`config.mk`:
```
export PLATFORM = sky130hd
export DESIGN_NAME = adcrc_top
export DESIGN_NICKNAME = d
export VERILOG_FILES = /design/src/adcrc_pkg.sv /design/src/adcrc_top.sv
export SDC_FILE = /design/constraint.sdc
export NUM_CORES = 1
export LEC_CHECK = 0
export ABC_AREA = 1
export BUFFER_PORTS_ARGS = -buffer_cell sky130_fd_sc_hd__buf_2
export CORE_MARGIN = 1
export CORE_UTILIZATION = 39
export CTS_CLUSTER_SIZE = 20
export DETAILED_ROUTE_END_ITERATION = 10
export SYNTH_ARGS = -nofsm -noshare
export SYNTH_HDL_FRONTEND = slang
export SYNTH_SLANG_ARGS = --single-unit
```
`constraint.sdc`:
```
create_clock -name clk -period 4.4 [get_ports clk]
set_input_delay 0.22 -clock clk [delete_from_list [all_inputs] [get_ports clk]]
set_output_delay 0.22 -clock clk [all_outputs]
set_load 0.1 [all_outputs]
```
`src/adcrc_pkg.sv`:
```
// Constants of the converter channel, result and compare register block
package adcrc_pkg;
    // Register byte offsets
    localparam logic [7:0] OFF_CHSEL    = 8'h00;
    localparam logic [7:0] OFF_RES_WORD = 8'h04;
    localparam logic [7:0] OFF_RES_HIGH = 8'h08;
    localparam logic [7:0] OFF_CMP_MODE = 8'h0C;
    localparam logic [7:0] OFF_THRESH   = 8'h10;
    localparam logic [7:0] OFF_IRQ_STAT = 8'h14;
    localparam logic [7:0] OFF_IRQ_MASK = 8'h18;
    localparam logic [7:0] OFF_RUN_CTRL = 8'h1C;
    // Field positions and result widths
    localparam int B_EDGE_HI   = 7;
    localparam int B_EDGE_LO   = 6;
    localparam int B_HW_START  = 5;
    localparam int B_HW_SRC    = 4;
    localparam int B_CMP_EN    = 7;
    localparam int B_CMP_POL   = 6;
    localparam int B_RUN       = 0;
    localparam int B_SCAN      = 1;
    localparam int B_IRQ_END   = 0;
    localparam int B_IRQ_DONE  = 1;
    localparam int RES_W       = 10;
    localparam int RES_PAD     = 6;
    // Reset values
    localparam logic [7:0] CHSEL_RST = 8'h00;
    localparam logic [7:0] CMP_RST   = 8'h00;
    localparam logic [7:0] THR_RST   = 8'h00;
    localparam logic [7:0] CTRL_RST  = 8'h00;
    localparam logic [1:0] IRQ_RST   = 2'h0;
    // Writable bit masks and first scan channel
    localparam logic [7:0] CHSEL_WMASK = 8'hF7;
    localparam logic [7:0] CMP_WMASK   = 8'hC0;
    localparam logic [7:0] THR_WMASK   = 8'hFF;
    localparam logic [7:0] CTRL_WMASK  = 8'h03;
    localparam logic [2:0] CH_FIRST    = 3'h0;
    // Bus responses
    localparam logic [1:0] RESP_OKAY   = 2'h0;
    localparam logic [1:0] RESP_SLVERR = 2'h2;
    // Conversion time
    localparam int CONV_TIME_NS = 4000;
    localparam int CLK_MHZ      = 25;
    localparam int CONV_CYCLES  = (CONV_TIME_NS * CLK_MHZ + 999) / 1000;
    // Engine states
    typedef enum logic [1:0] {
        ST_IDLE = 2'b00,
        ST_CONV = 2'b01
    } adcrc_state_t;
endpackage

```
`src/adcrc_top.sv`:
```
// Converter channel select, result, threshold compare and bus slave
// How it works
// - Channel register: 8 bits, resets zero
// - Channel field: single input or scan 0..n
// - Word result left-justified, low six zero
// - High byte returns result bits 9:2
// - Result registers have no reset value
// - Result code loaded from converter code
// - Compare mode register: 8 bits, low zero
// - Bit 7 enables threshold compare
// - Compare uses high result byte only
// - Bit 6 picks at-or-above or below
// - Compare off: interrupt every conversion end
// - Threshold register: 8 bits, resets zero
// - External valid edge starts a conversion
// - Timer compare event starts a conversion
//
// Implementation choices: the AXI4-Lite slave port and the address map.
`timescale 1ns/1ns
module adcrc_top #(
    parameter int ADDR_W   = 8,
    parameter int CONV_CYC = adcrc_pkg::CONV_CYCLES
) (
    input  wire logic              clk,
    input  wire logic              nrst,
    input  wire logic [ADDR_W-1:0] s_axi_awaddr,
    input  wire logic              s_axi_awvalid,
    output logic                   s_axi_awready,
    input  wire logic [31:0]       s_axi_wdata,
    input  wire logic [3:0]        s_axi_wstrb,
    input  wire logic              s_axi_wvalid,
    output logic                   s_axi_wready,
    output logic [1:0]             s_axi_bresp,
    output logic                   s_axi_bvalid,
    input  wire logic              s_axi_bready,
    input  wire logic [ADDR_W-1:0] s_axi_araddr,
    input  wire logic              s_axi_arvalid,
    output logic                   s_axi_arready,
    output logic [31:0]            s_axi_rdata,
    output logic [1:0]             s_axi_rresp,
    output logic                   s_axi_rvalid,
    input  wire logic              s_axi_rready,
    input  wire logic [9:0]        analog_code,
    input  wire logic              external_trigger_pin,
    input  wire logic              timer_compare_event,
    output logic [2:0]             analog_sel,
    output logic                   sample_active,
    output logic                   conversion_end_irq,
    output logic                   irq
);
    // Byte-lane merge of a write into an 8-bit register
    function automatic logic [7:0] merge8(input logic [7:0] old, input logic [7:0] data,
                                          input logic en, input logic [7:0] wmask);
        merge8 = en ? (data & wmask) : old;
    endfunction

    logic               rst_meta_q;
    logic               rst_n_q;
    logic               aw_free_q;
    logic               w_free_q;
    logic [ADDR_W-1:0]  awaddr_q;
    logic [31:0]        wdata_q;
    logic [3:0]         wstrb_q;
    logic               bvalid_q;
    logic [1:0]         bresp_q;
    logic               ar_free_q;
    logic               rvalid_q;
    logic [31:0]        rdata_q;
    logic [1:0]         rresp_q;
    logic [7:0]         chsel_q;
    logic [7:0]         cmp_q;
    logic [7:0]         thr_q;
    logic [7:0]         ctrl_q;
    logic [1:0]         stat_q;
    logic [1:0]         stat_d;
    logic [1:0]         mask_q;
    logic [9:0]         result_q;
    adcrc_pkg::adcrc_state_t state_q;
    adcrc_pkg::adcrc_state_t state_d;
    logic [15:0]        cnt_q;
    logic [15:0]        cnt_d;
    logic [2:0]         chan_q;
    logic [2:0]         chan_d;
    logic               pin_prev_q;
    logic               sel_active_q;
    logic [2:0]         sel_q;
    logic               end_pulse_q;
    logic               irq_q;

    // Reset release through two flops
    always_ff @(posedge clk or negedge nrst) begin
        if (!nrst) begin
            rst_meta_q <= 1'h0;
            rst_n_q    <= 1'h0;
        end else begin
            rst_meta_q <= 1'h1;
            rst_n_q    <= rst_meta_q;
        end
    end

    // Write address decode
    wire wr_go    = !aw_free_q && !w_free_q && !bvalid_q;
    wire lane0    = wstrb_q[0];
    wire ws_chsel = wr_go && (awaddr_q == ADDR_W'(adcrc_pkg::OFF_CHSEL));
    wire ws_cmp   = wr_go && (awaddr_q == ADDR_W'(adcrc_pkg::OFF_CMP_MODE));
    wire ws_thr   = wr_go && (awaddr_q == ADDR_W'(adcrc_pkg::OFF_THRESH));
    wire ws_stat  = wr_go && (awaddr_q == ADDR_W'(adcrc_pkg::OFF_IRQ_STAT));
    wire ws_mask  = wr_go && (awaddr_q == ADDR_W'(adcrc_pkg::OFF_IRQ_MASK));
    wire ws_ctrl  = wr_go && (awaddr_q == ADDR_W'(adcrc_pkg::OFF_RUN_CTRL));
    wire ws_res   = wr_go && ((awaddr_q == ADDR_W'(adcrc_pkg::OFF_RES_WORD)) ||
                              (awaddr_q == ADDR_W'(adcrc_pkg::OFF_RES_HIGH)));
    wire wr_hit   = ws_chsel || ws_cmp || ws_thr || ws_stat || ws_mask || ws_ctrl || ws_res;
    wire cfg_wr   = (ws_chsel || ws_cmp || ws_thr || ws_ctrl) && lane0;

    // Result views
    wire [15:0] res_word = {result_q, adcrc_pkg::RES_PAD'(0)};
    wire [7:0]  res_high = result_q[9:2];

    // Read mux
    wire [7:0] ra = 8'(s_axi_araddr);
    wire ar_ok = s_axi_araddr == ADDR_W'(ra);
    wire rs_chsel = ar_ok && ra == adcrc_pkg::OFF_CHSEL;
    wire rs_word  = ar_ok && ra == adcrc_pkg::OFF_RES_WORD;
    wire rs_high  = ar_ok && ra == adcrc_pkg::OFF_RES_HIGH;
    wire rs_cmp   = ar_ok && ra == adcrc_pkg::OFF_CMP_MODE;
    wire rs_thr   = ar_ok && ra == adcrc_pkg::OFF_THRESH;
    wire rs_stat  = ar_ok && ra == adcrc_pkg::OFF_IRQ_STAT;
    wire rs_mask  = ar_ok && ra == adcrc_pkg::OFF_IRQ_MASK;
    wire rs_ctrl  = ar_ok && ra == adcrc_pkg::OFF_RUN_CTRL;
    wire rd_hit   = rs_chsel || rs_word || rs_high || rs_cmp || rs_thr ||
                    rs_stat || rs_mask || rs_ctrl;
    wire [31:0] rd_word = rs_chsel ? 32'(chsel_q) :
                          rs_word  ? 32'(res_word) :
                          rs_high  ? 32'(res_high) :
                          rs_cmp   ? 32'(cmp_q) :
                          rs_thr   ? 32'(thr_q) :
                          rs_stat  ? 32'(stat_q) :
                          rs_mask  ? 32'(mask_q) :
                          rs_ctrl  ? 32'(ctrl_q) : 32'h0;

    // Write channel capture and response
    always_ff @(posedge clk or negedge rst_n_q) begin
        if (!rst_n_q) begin
            aw_free_q <= 1'h1;
            w_free_q  <= 1'h1;
            awaddr_q  <= '0;
            wdata_q   <= 32'h0;
            wstrb_q   <= 4'h0;
            bvalid_q  <= 1'h0;
            bresp_q   <= adcrc_pkg::RESP_OKAY;
        end else begin
            if (s_axi_awvalid && aw_free_q) begin
                aw_free_q <= 1'h0;
                awaddr_q  <= s_axi_awaddr;
            end
            if (s_axi_wvalid && w_free_q) begin
                w_free_q <= 1'h0;
                wdata_q  <= s_axi_wdata;
                wstrb_q  <= s_axi_wstrb;
            end
            if (wr_go) begin
                aw_free_q <= 1'h1;
                w_free_q  <= 1'h1;
                bvalid_q  <= 1'h1;
                bresp_q   <= wr_hit ? adcrc_pkg::RESP_OKAY : adcrc_pkg::RESP_SLVERR;
            end else if (bvalid_q && s_axi_bready) begin
                bvalid_q <= 1'h0;
            end
        end
    end

    // Read channel
    always_ff @(posedge clk or negedge rst_n_q) begin
        if (!rst_n_q) begin
            ar_free_q <= 1'h1;
            rvalid_q  <= 1'h0;
            rdata_q   <= 32'h0;
            rresp_q   <= adcrc_pkg::RESP_OKAY;
        end else if (s_axi_arvalid && ar_free_q) begin
            ar_free_q <= 1'h0;
            rvalid_q  <= 1'h1;
            rdata_q   <= rd_word;
            rresp_q   <= rd_hit ? adcrc_pkg::RESP_OKAY : adcrc_pkg::RESP_SLVERR;
        end else if (rvalid_q && s_axi_rready) begin
            ar_free_q <= 1'h1;
            rvalid_q  <= 1'h0;
        end
    end

    // Control and configuration registers
    always_ff @(posedge clk or negedge rst_n_q) begin
        if (!rst_n_q) begin
            chsel_q <= adcrc_pkg::CHSEL_RST;
            cmp_q   <= adcrc_pkg::CMP_RST;
            thr_q   <= adcrc_pkg::THR_RST;
            ctrl_q  <= adcrc_pkg::CTRL_RST;
            mask_q  <= adcrc_pkg::IRQ_RST;
        end else begin
            chsel_q <= merge8(chsel_q, wdata_q[7:0], ws_chsel && lane0,
                              adcrc_pkg::CHSEL_WMASK);
            cmp_q   <= merge8(cmp_q, wdata_q[7:0], ws_cmp && lane0,
                              adcrc_pkg::CMP_WMASK);
            thr_q   <= merge8(thr_q, wdata_q[7:0], ws_thr && lane0,
                              adcrc_pkg::THR_WMASK);
            ctrl_q  <= merge8(ctrl_q, wdata_q[7:0], ws_ctrl && lane0,
                              adcrc_pkg::CTRL_WMASK);
            if (ws_mask && lane0) begin
                mask_q <= wdata_q[1:0];
            end
        end
    end

    // Mode decode
    wire       run     = ctrl_q[adcrc_pkg::B_RUN];
    wire       scan    = ctrl_q[adcrc_pkg::B_SCAN];
    wire       hw      = chsel_q[adcrc_pkg::B_HW_START];
    wire       tsrc    = chsel_q[adcrc_pkg::B_HW_SRC];
    wire [2:0] ch_top  = chsel_q[2:0];
    wire       rise    = external_trigger_pin && !pin_prev_q;
    wire       fall    = !external_trigger_pin && pin_prev_q;
    wire       ext_hit = (chsel_q[adcrc_pkg::B_EDGE_HI] && rise) ||
                         (chsel_q[adcrc_pkg::B_EDGE_LO] && fall);
    wire       trig    = hw && (tsrc ? timer_compare_event : ext_hit);
    wire [2:0] ch_first = scan ? adcrc_pkg::CH_FIRST : ch_top;
    wire       more     = scan && (chan_q < ch_top);
    wire       last     = cnt_q == 16'(CONV_CYC - 1);
    wire       done     = (state_q == adcrc_pkg::ST_CONV) && run && !cfg_wr && !trig && last;

    // Threshold compare on the new high byte
    wire [7:0] new_high = analog_code[9:2];
    wire       cmp_en   = cmp_q[adcrc_pkg::B_CMP_EN];
    wire       cmp_hit  = cmp_q[adcrc_pkg::B_CMP_POL] ? (new_high < thr_q) :
                                                        (new_high >= thr_q);
    wire       fire     = done && (!cmp_en || cmp_hit);

    // Conversion sequencer next state
    always_comb begin
        state_d = state_q;
        cnt_d   = cnt_q + 16'h1;
        chan_d  = chan_q;
        case (state_q)
            adcrc_pkg::ST_IDLE: begin
                cnt_d = 16'h0;
                if (run && !cfg_wr && (!hw || trig)) begin
                    state_d = adcrc_pkg::ST_CONV;
                    chan_d  = ch_first;
                end
            end
            adcrc_pkg::ST_CONV: begin
                if (!run) begin
                    state_d = adcrc_pkg::ST_IDLE;
                end else if (cfg_wr) begin
                    cnt_d  = 16'h0;
                    chan_d = ch_first;
                    if (hw) begin
                        state_d = adcrc_pkg::ST_IDLE;
                    end
                end else if (trig) begin
                    cnt_d  = 16'h0;
                    chan_d = ch_first;
                end else if (last) begin
                    cnt_d  = 16'h0;
                    chan_d = more ? chan_q + 3'h1 : ch_first;
                    if (hw && !more) begin
                        state_d = adcrc_pkg::ST_IDLE;
                    end
                end
            end
            default: begin
                state_d = adcrc_pkg::ST_IDLE;
                cnt_d   = 16'h0;
            end
        endcase
    end

    // Sequencer and output flops
    always_ff @(posedge clk or negedge rst_n_q) begin
        if (!rst_n_q) begin
            state_q      <= adcrc_pkg::ST_IDLE;
            cnt_q        <= 16'h0;
            chan_q       <= 3'h0;
            pin_prev_q   <= 1'h0;
            sel_active_q <= 1'h0;
            sel_q        <= 3'h0;
            end_pulse_q  <= 1'h0;
        end else begin
            state_q      <= state_d;
            cnt_q        <= cnt_d;
            chan_q       <= chan_d;
            pin_prev_q   <= external_trigger_pin;
            sel_active_q <= state_d == adcrc_pkg::ST_CONV;
            sel_q        <= chan_d;
            end_pulse_q  <= fire;
        end
    end

    // Result latch, no reset by design; bus writes never reach it
    always_ff @(posedge clk) begin
        if (done) begin
            result_q <= analog_code;
        end
    end

    // Sticky status, set beats write-one clear
    wire [1:0] stat_set = {done, fire};
    wire [1:0] stat_clr = (ws_stat && lane0) ? wdata_q[1:0] : 2'h0;
    assign stat_d = (stat_q & ~stat_clr) | stat_set;

    always_ff @(posedge clk or negedge rst_n_q) begin
        if (!rst_n_q) begin
            stat_q <= adcrc_pkg::IRQ_RST;
            irq_q  <= 1'h0;
        end else begin
            stat_q <= stat_d;
            irq_q  <= |(stat_d & mask_q);
        end
    end

    // Port drive
    assign s_axi_awready      = aw_free_q;
    assign s_axi_wready       = w_free_q;
    assign s_axi_bvalid       = bvalid_q;
    assign s_axi_bresp        = bresp_q;
    assign s_axi_arready      = ar_free_q;
    assign s_axi_rvalid       = rvalid_q;
    assign s_axi_rdata        = rdata_q;
    assign s_axi_rresp        = rresp_q;
    assign analog_sel         = sel_q;
    assign sample_active      = sel_active_q;
    assign conversion_end_irq = end_pulse_q;
    assign irq                = irq_q;
endmodule

```
=== Word level (Yosys, flattened, before mapping) ===
Index checks and enable logic that the tools add are counted.

* Output and inout bits: 47
* Register bits: 118
* Logic and storage cells: 173
* Input port bits: 71

* $add $sub $neg: 2
* Order comparisons: 3
* Bitwise operators: 4
* Mux-type cells: 44
* Equal/unequal tests: 20
* Reduce and logical (&&, ||, !) cells: 73

{| class="wikitable"
|+ Operators by type and width
! kind !! number
|-
| 16-bit two-way mux || 7
|-
| 8-bit by 5-bit == test with 1-bit output, second input constant || 8
|-
| 1-bit logical AND || 35
|-
| 8-bit by 4-bit == test with 1-bit output, second input constant || 4
|-
| 2-bit two-way mux || 13
|-
| 8-bit two-way mux || 3
|-
| 3-bit two-way mux || 7
|-
| 1-bit logical OR || 18
|-
| 16-bit by 1-bit adder with 16-bit output, second input constant || 1
|-
| 16-bit by 7-bit == test with 1-bit output, second input constant || 1
|-
| 8-bit by 3-bit == test with 1-bit output, second input constant || 2
|-
| 8-bit logical NOT || 2
|-
| 1-bit two-way mux || 12
|-
| 1-bit logical NOT || 10
|-
| 2-bit nonzero test || 5
|-
| 8-bit greater-or-equal comparator || 1
|-
| 8-bit less-than comparator || 1
|-
| 3-bit case mux with 2 select lines || 1
|-
| 2-bit bitwise AND || 2
|-
| 2-bit by 1-bit == test with 1-bit output, second input constant || 2
|-
| 2-bit != test, second input constant || 2
|-
| 4-bit != test, second input constant || 1
|-
| 2-bit case mux with 2 select lines || 1
|-
| 4-bit AND reduction || 1
|-
| other kinds (6) || 6
|}

=== Longest topological paths before layout ===
* Word-level depth: 16
* Mapped depth: 15
* Depth with buffers taken out: 15

=== Least setup slack after synthesis ===
Ideal clock, no wire load.

* Path kind: reg-to-reg
* Start: reg bvalid_q, in the netlist s_axi_bvalid
* End: reg result_q[0], enable pin
* Buffers on the path: 0
* Cell stages (with the launch flop): 9
* Slack: 2,225 ps
* Data required time: 4,066 ps
* Period minus slack after synthesis: 2,175 ps
* Library setup time: 334 ps
* Arrival time: 1,841 ps
* Path through: dfrtp_1 nor2_2 nand2_4 inv_2 nand3_1 nand3_2 nand2_2 nand4_1 inv_1

* Word-level cells in the longest chain between the ends: 11
* Elaborated cells on any way between the ends: 14
* Those cells by class: reduce/logical (14)

{| class="wikitable"
|+ Ends and longest elaborated chain
! what !! RTL line !! RTL
|-
| start: declaration || adcrc_top.sv:64 || <nowiki>logic bvalid_q;</nowiki>
|-
| start signal: assignment || adcrc_top.sv:149 || <nowiki>bvalid_q <= 1'h0;</nowiki>
|-
| start signal: assignment || adcrc_top.sv:164 || <nowiki>bvalid_q <= 1'h1;</nowiki>
|-
| start signal: assignment || adcrc_top.sv:167 || <nowiki>bvalid_q <= 1'h0;</nowiki>
|-
| 1-bit logical NOT * || adcrc_top.sv:102 || <nowiki>wire wr_go = !aw_free_q && !w_free_q && !bvalid_q;</nowiki>
|-
| 1-bit logical AND * || adcrc_top.sv:102 ||
|-
| 1-bit logical AND (on tied branches) || adcrc_top.sv:104, adcrc_top.sv:105 ||
|-
| 1-bit logical OR (2 in a row) || adcrc_top.sv:113 || <nowiki>wire cfg_wr = (ws_chsel || ws_cmp || ws_thr || ws_ctrl) && lane0;</nowiki>
|-
| 1-bit logical OR * || adcrc_top.sv:113 ||
|-
| 1-bit logical AND * || adcrc_top.sv:113 ||
|-
| 1-bit logical NOT * || adcrc_top.sv:227 || <nowiki>wire done = (state_q == adcrc_pkg::ST_CONV) && run && !cfg_wr && !trig && last;</nowiki>
|-
| 1-bit logical AND * (3 in a row) || adcrc_top.sv:227 ||
|-
| net done || adcrc_top.sv:227 ||
|-
| end signal: assignment || adcrc_top.sv:300 || <nowiki>result_q <= analog_code;</nowiki>
|-
| end: declaration || adcrc_top.sv:77 || <nowiki>logic [9:0] result_q;</nowiki>
|}

The timed path passes the listed nets; every way through them passes the cells marked *.
A chain may end at the register's enable or synchronous reset.

=== Worst setup path after layout ===
* Start: reg aw_free_q, in the netlist s_axi_awready
* End: reg result_q[6], enable pin

* Word-level cells in the longest chain between the ends: 12
* Elaborated cells on any way between the ends: 15
* Those cells by class: reduce/logical (15)

{| class="wikitable"
|+ Ends and longest elaborated chain
! what !! RTL line !! RTL
|-
| start: declaration || adcrc_top.sv:59 || <nowiki>logic aw_free_q;</nowiki>
|-
| start signal: assignment || adcrc_top.sv:144 || <nowiki>aw_free_q <= 1'h1;</nowiki>
|-
| start signal: assignment || adcrc_top.sv:153 || <nowiki>aw_free_q <= 1'h0;</nowiki>
|-
| start signal: assignment || adcrc_top.sv:162 || <nowiki>aw_free_q <= 1'h1;</nowiki>
|-
| 1-bit logical NOT * || adcrc_top.sv:102 ||
|-
| 1-bit logical AND * (2 in a row) || adcrc_top.sv:102 ||
|-
| 1-bit logical AND (on tied branches) || adcrc_top.sv:104, adcrc_top.sv:105 ||
|-
| 1-bit logical OR (2 in a row) || adcrc_top.sv:113 ||
|-
| 1-bit logical OR * || adcrc_top.sv:113 ||
|-
| 1-bit logical AND * || adcrc_top.sv:113 ||
|-
| 1-bit logical NOT * || adcrc_top.sv:227 ||
|-
| 1-bit logical AND * (3 in a row) || adcrc_top.sv:227 ||
|-
| net done || adcrc_top.sv:227 ||
|}

Marks and branches as above.

==> impl_metrics.ini <==
[run_status]
status = completed

[placement]
place_inst = 841
place_ws_ns = 2.41
io_buffer_count = 72
hpwl_mm = 8.20
place_congestion = 0.832

[synthesis]
ys_warn_count = 0
synth_seq_cells = 100
synth_area_mm2 = 0.00507
synth-simple-area-share_pct = 23.1
synthMuxAreaShare_pct = 0.222
synth_xor_area_share_pct = 1.55
synth_compound_area_share_pct = 11.3
avgSynthCellArea_um2 = 8.39
seq_area_frac_synth_pct = 50.4
synth_top_family_by_area = simple AND/OR/NAND/NOR gates
yosys.cell_types.count = 45
netlist_instances = 605
yosys.area_share.adder_pct = 2.96

[cells_and_area]
stdcell_count = 859
finalNetCount = 765
antenna_cells = 0
mostFrequentLayoutCells = nand2_1, inv_1, dfrtp_1
final_common_cell = nand2_1
areaGrowthSynthToFinish_pct = 16.1
layout-drive-gt1-share_pct = 18.2
fill_cells = 1260
post-route-util_pct = 46.5

[setup_path]
r2r_end = result_q[6]$_DFFE_PP_
cp_common_cell = inv_1
crit_required_ns = 4.41
rrSetupSlack_ns = 2.33
crit_fanout = 10
worstPathArrival_ns = 2.08
reg2reg_from = s_axi_awready$_DFFE_PN1P_
worst_path_max_delay_cell = dfstp_2
cp-end-kind = flip-flop
critPathKind = reg2reg
crit_family = simple AND/OR/NAND/NOR gates
crit_path_max_incr_delay_ns = 0.54
path_cells = inv_1, nand2_4, inv_2, nand3_1, nand3_2, nand2_2, nand4_1, inv_1
crit_buf_inv = 3
start_kind = flip-flop
reg2regPathDepth = 8

[clocking]
ctsResizeCount = 0
path_clk_slew_ns = 0.07
clk_path_buf_depth = 2
numCtsBuffers = 9
cts_hold_buffers = 2
cts_tree = done
clock_latency_ns = 0.35
cts.sinks = 100
cts_root_buffer = clkbuf_16
htreeDepth = 3
postCtsSetupBuffers = 0

[sta]
finalWorstSetupSlack_ns = 2.33
skew_ns = 0.00639
holdWs_ns = 0.0366
finalHoldViolations = 0
maxSlewHeadroom_pct = 43.4
period_share_pct = 47.0
fmax_mhz = 484
tightest_slew_ns = 0.847
setup_tns_ns = 0
rsz0062_at_grt = false
min_period_ns = 2.07
setup_violations = 0
finalMaxSlewViolations = 0

[route]
drtAntennaViolNets = 0
viasPerCell = 4.72
drt_first_iter_violations = 200
wl_per_cell_um = 12.6
vias = 4055
drc = 0
wirelength_mm = 10.8
firstDrtPassIters = 4

[worst_hold_path]
hold_depth = 2
holdPathEnd = s_axi_awready$_DFFE_PN1P_
hold_path.startpoint = s_axi_awvalid
hold_class = in2reg

[floorplanning]
ioPinCount = 118
start_util_pct = 40.0
fp.dieArea_mm2 = 0.0135
rows = 41
die_h_um = 116
die_x_um = 116
core_area_mm2 = 0.0127

[power_and_ir_drop]
comb_power_share_pct = 28.5
p_int_uw = 1720
p_per_area_mw_per_mm2 = 481
p_leak_uw = 0.00290
p_switching_uw = 1110
swShare_pct = 39.3
power_frac_seq_pct = 41.3
ir_drop_mv = 0.445
pwr-share-clk_pct = 30.3

[global_routing]
grt_pass1_wl_mm = 18.0
grt_max_degree = 47
grt_pass1_vias = 3778
grt_use_total_pct = 17.3
antenna_found_initial = 0
grt-ovfl-total = 0

[run]
max_cap_viol_count = 0
==> routing by layer <==
| layer | track usage, % | up-vias | part of all wire (%) |
|---|---|---|---|
| met5 | 0 | - | 0 |
| met4 | 5.56 | 0 | 0.90 |
| met3 | 3.19 | 9 | 3.5 |
| met2 | 26.9 | 79 | 45 |
| met1 | 24.6 | 1896 | 51 |
| li1 | - | 2071 | - |
==> synthesized netlist by cell type (all sizes together) <==
cell type	n	area share, %
mux2	1	0.22
clkinv	1	0.074
nand3b	1	0.15
dfrtp	87	43
and3	1	0.12
ha	12	3.0
o21ai	48	4.7
o41ai	1	0.17
o21a	2	0.30
conb	2	0.15
o22ai	4	0.49
or2	1	0.12
dfstp	3	1.6
o221ai	1	0.17
o211ai	3	0.44
a21oi	36	3.6
o21bai	1	0.15
edfxtp	10	5.9
xor2	8	1.4
a22o	1	0.17
nor2	70	6.4
buf	21	3.2
inv	89	6.6
xnor2	1	0.17
nand4	8	1.1
a31oi	3	0.37
nor4	2	0.25
nand3	31	3.5
nor3	14	1.4
o31ai	4	0.59
clkbuf	6	0.44
nand2	131	10
a21o	1	0.15
==> how the worst max path moves through the flow <==
stage                                          from  cells after the start                   endpoint  slack (ns)
after CTS                 s_axi_awready$_DFFE_PN1P_                      8      result_q[6]$_DFFE_PP_        2.35
after global routing      s_axi_awready$_DFFE_PN1P_                      8      result_q[6]$_DFFE_PP_        2.16
after floorplan                   rst_n_q$_DFF_PN0_                      0  analog_sel[0]$_DFFE_PN0P_        1.71
final                     s_axi_awready$_DFFE_PN1P_                      8      result_q[6]$_DFFE_PP_        2.33
after global placement    s_axi_awready$_DFFE_PN1P_                      8      result_q[0]$_DFFE_PP_        2.42
after detailed placement  s_axi_awready$_DFFE_PN1P_                      8      result_q[1]$_DFFE_PP_        2.41
==> power by group through the flow <==
stage	Combinational, µW	Sequential, µW	Clock, µW
floorplan	368	1490	0
global placement	793	1180	0
detailed placement	808	1190	0
CTS	812	1170	879
global route	878	1190	917
finish	806	1170	858
==> state kept, by name (all words and copies together), names as in the netlist, 3 cells and up <==
signal,cells
awaddr_q,8
chsel_q,7
result_q,10
analog_sel,3
thr_q,8
wdata_q,8
cnt_q,16
s_axi_rdata,16
==> logic make-up (layout without fill, tap and decap cells) <==
logic type | count (synthesis) | count (layout)
fa+ha+maj | 12 | 12
mux | 1 | 1
xor+xnor | 9 | 9
buf+inv | 117 | 181
flops | 100 | 100
compound gates | 105 | 105
other cells | 2 | 20
simple gates | 259 | 259
==> layout make-up <==
type                    count  area [µm²]  share of cell area [%]
clock buffers               9         225                    3.82
flip-flops and latches    100        2560                    43.5
multi-input cells         406        2060                    35.0
inverters                  90         340                    5.78
well taps                 172         215                    3.65
repair buffers             75         388                    6.59
clock inverters             7        98.8                    1.68
==> through the flow <==
| stage | instance area, µm² | power [µW] |
|---|---|---|
| final | 5890 | 2830 |
| after global routing | 5890 | 2980 |
| after CTS | 5890 | 2860 |
| after detailed placement | 5550 | 1990 |
| after global placement | 5550 | 1970 |
| after floorplan | 5140 | 1850 |
Note: power is estimated with default switching activity, not from simulation.
